### src/include/sar_ctrl_pkg.sv
// Functional notes
// Channel select is captured on the strobe's rising edge and held until the next.
// Captured select C,B,A picks analog input 0..7, A least significant.
// Trigger rising edge clears the approximation register.
// Approximation starts on the trigger's falling edge.
// A new trigger during conversion aborts it; no result is delivered.
// Done may feed the trigger; one external pulse needed after power-up. Code needs none: done resets high and trigPrev low.
// Done falls within 0 to 8 clock periods after the trigger rises.
// Result register loads one clock before done rises.
// Exactly 8 iterations, most significant bit first, give an 8-bit code.
// Result is positive true: high means one, bigger input bigger code.
// Output enable drives the result; otherwise data outputs float. Code always drives dataOut and only drops dataOutEnable, one clock late.
// Other party holds trigger and strobe high at least 200 ns.
// Done stays high when idle; result held until the next completion.
package sar_ctrl_pkg;
    localparam int RESULT_WIDTH = 8;
    localparam int SELECT_WIDTH = 3;
    localparam int CHANNEL_COUNT = 8;
    localparam int CLOCK_PERIOD_NS = 10;
    localparam int MIN_PULSE_NS = 200;
    localparam int MIN_PULSE_CYCLES = (MIN_PULSE_NS + CLOCK_PERIOD_NS - 1) / CLOCK_PERIOD_NS;
    localparam int DONE_FALL_MAX_CYCLES = 8;
    localparam logic [RESULT_WIDTH-1:0] RESULT_RESET = 8'h00;
    localparam logic [SELECT_WIDTH-1:0] SELECT_RESET = 3'h0;

    typedef enum logic [1:0] {
        IDLE_STATE = 2'b00,
        ARMED_STATE = 2'b01,
        CONVERT_STATE = 2'b10,
        LOAD_STATE = 2'b11
    } phase_type;
endpackage : sar_ctrl_pkg

### src/verilog/bit_trial.sv
`timescale 1ns/10ps
// Forms the trial code for one iteration: keeps decided bits, sets the bit under test.
module bit_trial
    import sar_ctrl_pkg::*;
#(
    parameter int WIDTH = RESULT_WIDTH
) (
    input wire logic [WIDTH-1:0] approx,
    input wire logic [WIDTH-1:0] testMask,
    output logic [WIDTH-1:0] trial
);
    always_comb begin
        trial = approx | testMask;
    end
endmodule : bit_trial

### src/verilog/sar_adc_mux_control.sv
`timescale 1ns/10ps
module sar_adc_mux_control
    import sar_ctrl_pkg::*;
#(
    parameter int WIDTH = RESULT_WIDTH
) (
    input wire logic clock,
    input wire logic rst,
    input wire logic [SELECT_WIDTH-1:0] channelSelect,
    input wire logic addressLatch,
    input wire logic conversion_trigger,
    input wire logic outputEnable,
    input wire logic compareHigh,
    output logic [CHANNEL_COUNT-1:0] channelRoute,
    output logic [WIDTH-1:0] ladderCode,
    output logic [WIDTH-1:0] dataOut,
    output logic [WIDTH-1:0] dataOutEnable,
    output logic conversionDone
);
    // ------------------------------------------------------------
    // State
    // ------------------------------------------------------------
    typedef struct packed {
        phase_type phase;
        logic latchPrev;
        logic trigPrev;
        logic [SELECT_WIDTH-1:0] select;
        logic [CHANNEL_COUNT-1:0] route;
        logic [WIDTH-1:0] approximation_register;
        logic [WIDTH-1:0] testMask;
        logic [WIDTH-1:0] trialOut;
        logic [WIDTH-1:0] result;
        logic [WIDTH-1:0] drive;
        logic done;
    } state_type;

    state_type cur;
    state_type next_cur;
    logic [WIDTH-1:0] trial;
    logic [WIDTH-1:0] stepApprox;
    logic [WIDTH-1:0] stepMask;

    function automatic logic [CHANNEL_COUNT-1:0] decode(input logic [SELECT_WIDTH-1:0] sel);
        decode = {{(CHANNEL_COUNT-1){1'b0}}, 1'b1} << sel;
    endfunction : decode

    // ------------------------------------------------------------
    // One iteration step
    // ------------------------------------------------------------
    // Next trial must be built from the updated bits, else the ladder lags a step
    always_comb begin
        stepApprox = cur.approximation_register;
        if (compareHigh) begin
            stepApprox = cur.approximation_register | cur.testMask;
        end
        stepMask = cur.testMask >> 1;
    end

    bit_trial #(.WIDTH(WIDTH)) trialUnit (
        .approx(stepApprox),
        .testMask(stepMask),
        .trial(trial)
    );

    // ------------------------------------------------------------
    // Next state
    // ------------------------------------------------------------
    always_comb begin
        next_cur = cur;
        next_cur.latchPrev = addressLatch;
        next_cur.trigPrev = conversion_trigger;
        if (addressLatch && !cur.latchPrev) begin
            next_cur.select = channelSelect;
            next_cur.route = decode(channelSelect);
        end
        if (conversion_trigger && !cur.trigPrev) begin
            // Rising edge wins over anything in flight; done fed back restarts too
            next_cur.approximation_register = '0;
            next_cur.testMask = '0;
            next_cur.trialOut = '0;
            next_cur.done = 1'b0;
            next_cur.phase = ARMED_STATE;
        end else begin
            unique case (cur.phase)
                IDLE_STATE: begin
                    next_cur.done = 1'b1;
                end
                ARMED_STATE: begin
                    if (!conversion_trigger) begin
                        next_cur.phase = CONVERT_STATE;
                        next_cur.testMask = {1'b1, {(WIDTH-1){1'b0}}};
                        next_cur.trialOut = {1'b1, {(WIDTH-1){1'b0}}};
                    end
                end
                CONVERT_STATE: begin
                    // Comparator answers for the trial code presented this cycle
                    next_cur.approximation_register = stepApprox;
                    next_cur.testMask = stepMask;
                    next_cur.trialOut = trial;
                    if (cur.testMask[0]) begin
                        next_cur.phase = LOAD_STATE;
                    end
                end
                LOAD_STATE: begin
                    next_cur.result = cur.approximation_register;
                    next_cur.phase = IDLE_STATE;
                end
            endcase
        end
        next_cur.drive = outputEnable ? {WIDTH{1'b1}} : '0;
    end

    always_ff @(posedge clock or posedge rst) begin
        if (rst) begin
            cur <= '{phase: IDLE_STATE, latchPrev: 1'b0, trigPrev: 1'b0,
                     select: SELECT_RESET, route: {{(CHANNEL_COUNT-1){1'b0}}, 1'b1},
                     approximation_register: RESULT_RESET, testMask: RESULT_RESET,
                     trialOut: RESULT_RESET, result: RESULT_RESET,
                     drive: RESULT_RESET, done: 1'b1};
        end else begin
            cur <= next_cur;
        end
    end

    // ------------------------------------------------------------
    // Outputs
    // ------------------------------------------------------------
    // dataOut is always driven; dataOutEnable goes low when disabled so the pad can float the pins
    assign channelRoute = cur.route;
    assign ladderCode = cur.trialOut;
    assign dataOut = cur.result;
    assign dataOutEnable = cur.drive;
    assign conversionDone = cur.done;

    // ------------------------------------------------------------
    // Checks
    // ------------------------------------------------------------
    done_falls_a: assert property (@(posedge clock) disable iff (rst)
        $rose(conversion_trigger) |-> ##[1:8] !conversionDone)
        else $error("done did not fall after trigger");
    clear_on_rise_a: assert property (@(posedge clock) disable iff (rst)
        $rose(conversion_trigger) |=> cur.approximation_register == '0)
        else $error("approximation not cleared");
    wait_fall_a: assert property (@(posedge clock) disable iff (rst)
        (cur.phase == ARMED_STATE && conversion_trigger) |=> cur.phase != CONVERT_STATE)
        else $error("conversion began while trigger high");
    result_before_done_a: assert property (@(posedge clock) disable iff (rst)
        $rose(conversionDone) |-> $past(cur.phase, 2) == LOAD_STATE)
        else $error("result not loaded before done");
    eight_iter_a: assert property (@(posedge clock) disable iff (rst || conversion_trigger)
        (cur.phase == CONVERT_STATE && cur.testMask[WIDTH-1] && !$rose(conversion_trigger))
        |=> (cur.phase == CONVERT_STATE)[*7])
        else $error("iteration count wrong");
    abort_no_result_a: assert property (@(posedge clock) disable iff (rst)
        ($rose(conversion_trigger) && cur.phase == CONVERT_STATE) |=> $stable(dataOut))
        else $error("aborted conversion delivered result");
    latch_sel_a: assert property (@(posedge clock) disable iff (rst)
        $rose(addressLatch) |=> channelRoute == decode($past(channelSelect)))
        else $error("channel not captured");
    hold_sel_a: assert property (@(posedge clock) disable iff (rst)
        !$rose(addressLatch) |=> $stable(channelRoute))
        else $error("channel changed without strobe");
    drive_a: assert property (@(posedge clock) disable iff (rst)
        outputEnable |=> dataOutEnable == {WIDTH{1'b1}})
        else $error("data not driven");
    float_a: assert property (@(posedge clock) disable iff (rst)
        !outputEnable |=> dataOutEnable == '0)
        else $error("data driven while disabled");
    idle_done_a: assert property (@(posedge clock) disable iff (rst)
        (cur.phase == IDLE_STATE && !$rose(conversion_trigger)) |=> conversionDone)
        else $error("done low while idle");
    conv_c: cover property (@(posedge clock) disable iff (rst) $rose(conversionDone));
    abort_c: cover property (@(posedge clock) disable iff (rst)
        cur.phase == CONVERT_STATE && $rose(conversion_trigger));
    latch_c: cover property (@(posedge clock) disable iff (rst) $rose(addressLatch));
endmodule : sar_adc_mux_control
### config.mk
export PLATFORM = sky130hd
export DESIGN_NAME = sar_adc_mux_control
export DESIGN_NICKNAME = d
export VERILOG_FILES = /design/src/include/sar_ctrl_pkg.sv /design/src/verilog/bit_trial.sv /design/src/verilog/sar_adc_mux_control.sv
export SDC_FILE = /design/constraint.sdc
export NUM_CORES = 1
export LEC_CHECK = 0
export BUFFER_PORTS_ARGS = -buffer_cell sky130_fd_sc_hd__buf_2
export CORE_UTILIZATION = 40
export DETAILED_ROUTE_END_ITERATION = 6
export HOLD_SLACK_MARGIN = 0.08
export SYNTH_ARGS = -nofsm -noshare
export SYNTH_HDL_FRONTEND = slang
export SYNTH_SLANG_ARGS = --single-unit
### constraint.sdc
create_clock -name clock -period 4.6 [get_ports clock]
set_input_delay 0.69 -clock clock [delete_from_list [all_inputs] [get_ports clock]]
set_output_delay 0.69 -clock clock [all_outputs]
set_load 0.02 [all_outputs]
Yosys cells after proc, flatten, opt, wreduce, memory -nomap -nowiden
Cells that the tools add are included.
- mux-type cells: 12
- eq/ne operators: 5
- shift operators: 1
- bitwise logic cells: 3
- reductions and logical operators: 12
- operator list (cell ; number):
    one-hot mux 16 bit (2 select lines) ; 1
    2-to-1 mux 24 bit ; 1
    2-to-1 mux 8 bit ; 3
    2-to-1 mux 16 bit ; 1
    bitwise OR 8 x 7 -> 8 bit ; 1
    bitwise OR 8 bit ; 1
    << shifter 1 x 3 -> 8 bit, first input constant ; 1
    2-to-1 mux 2 bit ; 3
    != test 3 bit, second input constant ; 2
    one-hot mux 2 bit (3 select lines) ; 1
    == test 2 bit, second input constant ; 2
    AND reduction 2 bit ; 2
    nonzero test 2 bit ; 2
    nonzero test 4 bit ; 1
    AND reduction 3 bit ; 1
    nonzero test 3 bit ; 1
    == test 2 x 1 -> 1 bit, second input constant ; 1
    logical AND 1 bit ; 2
    zero test 1 bit ; 2
    zero test 2 bit ; 1
    2-to-1 mux 1 bit ; 2
    inverter 1 bit ; 1
- output and inout bits: 33
- logic and storage cells: 43
- bits in registers: 53
- bits of input ports: 9

Logic depth before layout (Yosys ltp)
- word-level depth: 5
- gate-level depth with buffers: 7
- gate-level depth less buffers: 5

Modules after synthesis
From an unflattened synthesis, not the netlist that was laid out.
- cell total of the unflattened synthesis: 195
- area total of the unflattened synthesis: 2337.2 sq um
- by module, submodules not included (module ; cells an instance ; times used ; area an instance (sq um) ; sequential area each (sq um)):
    sar_adc_mux_control ; 187 ; 1 ; 2287.2 ; 1153.6
    bit_trial ; 8 ; 1 ; 50.0 ; 0.0

Worst setup path after synthesis
OpenSTA, ideal clock, no wires.
- path type: in2reg
- from: input port conversion_trigger
- to: register cur, in the netlist ladderCode[0]
- stages: 5
- path slack: 2.994 ns
- data required time: 4.505 ns
- setup time: 0.095 ns
- arrival: 1.510 ns
- path buffers: 2
- cells stage by stage: nand2b_1 > and3_4 > buf_6 > buf_6 > o31ai_1
- word-level cells in the longest chain between the ends: 3
- elaborated cells between the ends (all ways): 5
- classes of those cells: 1 x eq/ne; 1 x mux; 3 x reduce/logical
- RTL lines (element ; RTL line ; text):
    start, declared ; sar_adc_mux_control.sv:11 ; input wire logic conversion_trigger,
    logical AND 1 bit ; sar_adc_mux_control.sv:76 ; if (conversion_trigger && !cur.trigPrev) begin
    != test 3 bit (no line) / nonzero test 3 bit (equally long branches) ; - ;
    AND reduction 2 bit (no line) ; - ;
    end signal, assigned ; sar_adc_mux_control.sv:115 ; cur <= '{phase: IDLE_STATE, latchPrev: 1'b0, trigPrev: 1'b0,
    end signal, assigned ; sar_adc_mux_control.sv:121 ; cur <= next_cur;
    end, declared ; sar_adc_mux_control.sv:37 ; state_type cur;
Parallel ways exist; a longest one is shown, timed or not.
A chain may end at the register's enable or synchronous reset.

Final worst setup path
- from: register cur[54] in the netlist's numbering
- to: register cur, in the netlist ladderCode[7]
- word-level cells in the longest chain between the ends: 3
- elaborated cells between the ends (all ways): 7
- classes of those cells: 3 x eq/ne; 2 x mux; 2 x reduce/logical
- RTL lines (element ; RTL line ; text):
    == test 2 bit / == test 2 x 1 -> 1 bit (equally long branches) ; sar_adc_mux_control.sv:84 ; unique case (cur.phase)
    one-hot mux 16 bit (2 select lines), or another cell as far along ; sar_adc_mux_control.sv:84 ;
    2-to-1 mux 24 bit / AND reduction 2 bit (equally long branches) ; - ;
Parallel ways exist; a longest one is shown, timed or not.

==> impl_metrics.ini <==
[timing]
setup_violations = 0
period_minus_slack_ps = 2205
timing.hold.ws_ps = 473.4
hold_viol = 0
fin_crit_sh_pct = 47.94
finalSetupTns_ps = 0
maxSlewHeadroom_pct = 37.44
worst_pin_slew_ps = 937.0
max_freq_mhz = 453.5
setup_ws_ps = 2395
slew_viol_final = 0
rsz0062_at_grt = false
clock_skew_ps = 10.22

[synth]
synth_top_area_share_pct = 49.61
synth_simple_gate_area_share_pct = 11.72
synth_compound_area_share_pct = 13.47
synth.area.top_cells = dfrtp_1 50%, buf_4 11%, mux2_2 4.6%
syn_avg_cell_area_um2 = 10.72
synth-adder-area-share_pct = 2.818
synth_fp_nets = 221
netlist_instances = 207
async_flop_share_pct = 100.0
ys_ff_latch = 46
synth_area_mm2 = 0.002220
synth-seq-area-share_pct = 51.97
muxShareOfSynthArea_pct = 5.017
yosysTopAreaCell = dfrtp_1
synth_top_family_by_area = buffers and inverters
synth_ff_type = dfrtp_1
synth_cell_types = 34
synth-xor-area-share_pct = 0
yosys_warnings = 0
synth_edf_count = 0

[floorplan]
row_count = 26
io_pins = 42
core_region_area_mm2 = 0.005238
die_h_um = 76.49
initial_core_util_pct = 42.38
dieArea_mm2 = 0.005851
die_width_um = 76.49

[power]
ir_drop_v = 0.0002278
pwr_density_cell_mw_per_mm2 = 487.0
p_leak_nw = 1.147

[clocking]
post-cts-setup-buffer-count = 0
clk_latency_ps = 300
cts_tree = yes
h-tree-depth = 2
cts_buffer_depth = 2
cts_root_buffer = clkbuf_8
clock_sinks = 46
clkTransAtPathRegs_ps = 80
cts_hold_buf = 0
cts-resized-gates = 0
cts_buffers = 5

[worst_setup_path]
criticalPathCategory = reg -> reg
critPathCaptureType = register
worstPathMaxFanout = 15
worstSetupStartpointType = register
worstPathRequired_ps = 4790
critPathArrivalTime_ps = 2400

[finish]
layout-drive-gt1-share_pct = 29.25
most-common-layout-cells = 44 x dfrtp_1, 41 x buf_2, 14 x nand4_1, 10 x nand2_1
fin_nets = 225
fill_cells = 498
regArea_mm2 = 0.001154
diodes = 0
multi_input_area_um2 = 733.2
layout_commonest_cell = dfrtp_1
areaGrowthSynthToFinish_pct = 5.975

[route]
drt_wl_total_um = 3919
drt_pass1_iterations = 4
routedWlPerCell_um = 13.90
antenna_left = 0
viasPerCell = 5.067
vias = 1429
drc = 0
drt-initial-drc-count = 77

[min_path]
hp-class = reg -> reg

[job]
maxCapViolCount = 0

[placed_design]
dp_slack_ps = 2233
port-buffer-count = 41
dp_hpwl_um = 2687
routabilityCongestion = 0.7838

[global_route]
antenna_found_initial = 0
gr-total-overflow = 0
grt_max_degree = 47
grt_usage_pct = 14.89
grt_pass1_vias = 1352
grt_pass1_wl_um = 6789

[run_status]
run_status = completed
## cells by family (layout without fill, tap and decap cells)
kind of cell	after synthesis	in the layout
flip-flops	46	46
AO/OA/AOI/OAI	44	44
buffers and inverters	52	57
adder cells (fa/ha/maj)	5	5
multiplexers	10	10
AND/OR/NAND/NOR	50	50
## state kept, by name (all words and copies together), names as in the netlist
register,cells
cur,20
ladderCode,8
dataOutEnable,1
conversionDone,1
dataOut,8
channelRoute,8
## metal layers
metal  GRT usage, %  wire (µm)  vias up
met3          4.192        142        8
met1          20.63       1891      685
met2          21.62       1807       31
li1               -          -      705
met5              0          0        -
met4          6.538         78        0
## cell usage after synthesis (2+ instances only)
master	count
dfrtp_1	44
buf_4	32
nand4_1	14
nand2_1	10
mux2_2	9
nor2_1	9
o31ai_1	9
a21oi_1	8
inv_1	8
a211oi_1	7
clkbuf_1	7
nand3_1	7
o21ai_0	7
ha_1	5
nand2b_1	4
o41ai_1	4
a22o_1	2
buf_2	2
buf_6	2
dfstp_2	2
nor2b_1	2
## cell type report
type                       count  area share [%]
clock inverter                 2           2.553
sequential                    46           49.04
clock buffer                   6           3.511
multi-input combinational    109           31.17
tap                           70           3.723
inverter                       8           1.277
timing repair buffer          41           8.723
## power breakdown
| part | switching [W] | internal (W) |
|---|---|---|
| Clock | 0.000138 | 0.000232 |
| Combinational | 0.000192 | 0.0000996 |
| Sequential | 0.0000342 | 0.000450 |
| Total | 0.000364 | 0.000782 |
## per-stage QoR
stage | area, µm² | util, % | std cells | power (W)
after detailed placement | 2210 | 42.19 | 274 | 0.0007862
after global routing | 2352 | 44.91 | 282 | 0.001212
final | 2352 | 44.91 | 282 | 0.001145
after global placement | 2210 | 42.19 | 274 | 0.0007850
after floorplan | 2220 | - | 207 | 0.0007552
after CTS | 2352 | 44.91 | 282 | 0.001157
## path summary, 6_finish.rpt
kind	to	cells after the start	startpoint	slack, ps
max in group asynchronous	channelRoute[3]	2	rst	3420
worst min register to register	channelRoute[2]	2	channelRoute[2]	470
min in group asynchronous	cur[34]	2	rst	600
worst max register to register	ladderCode[7]	5	cur[54]	2390
worst min-delay path	channelRoute[2]	2	channelRoute[2]	470
worst max-delay path	ladderCode[7]	5	cur[54]	2390
## worst max-delay path, cell delays in order, from the launching register on
cell and delay (ps):
dfrtp_1 400, inv_1 90, ha_1 380, nand2b_1 470, and3_4 400, mux2_2 350
No activity file was read; power rests on OpenSTA's default activity.
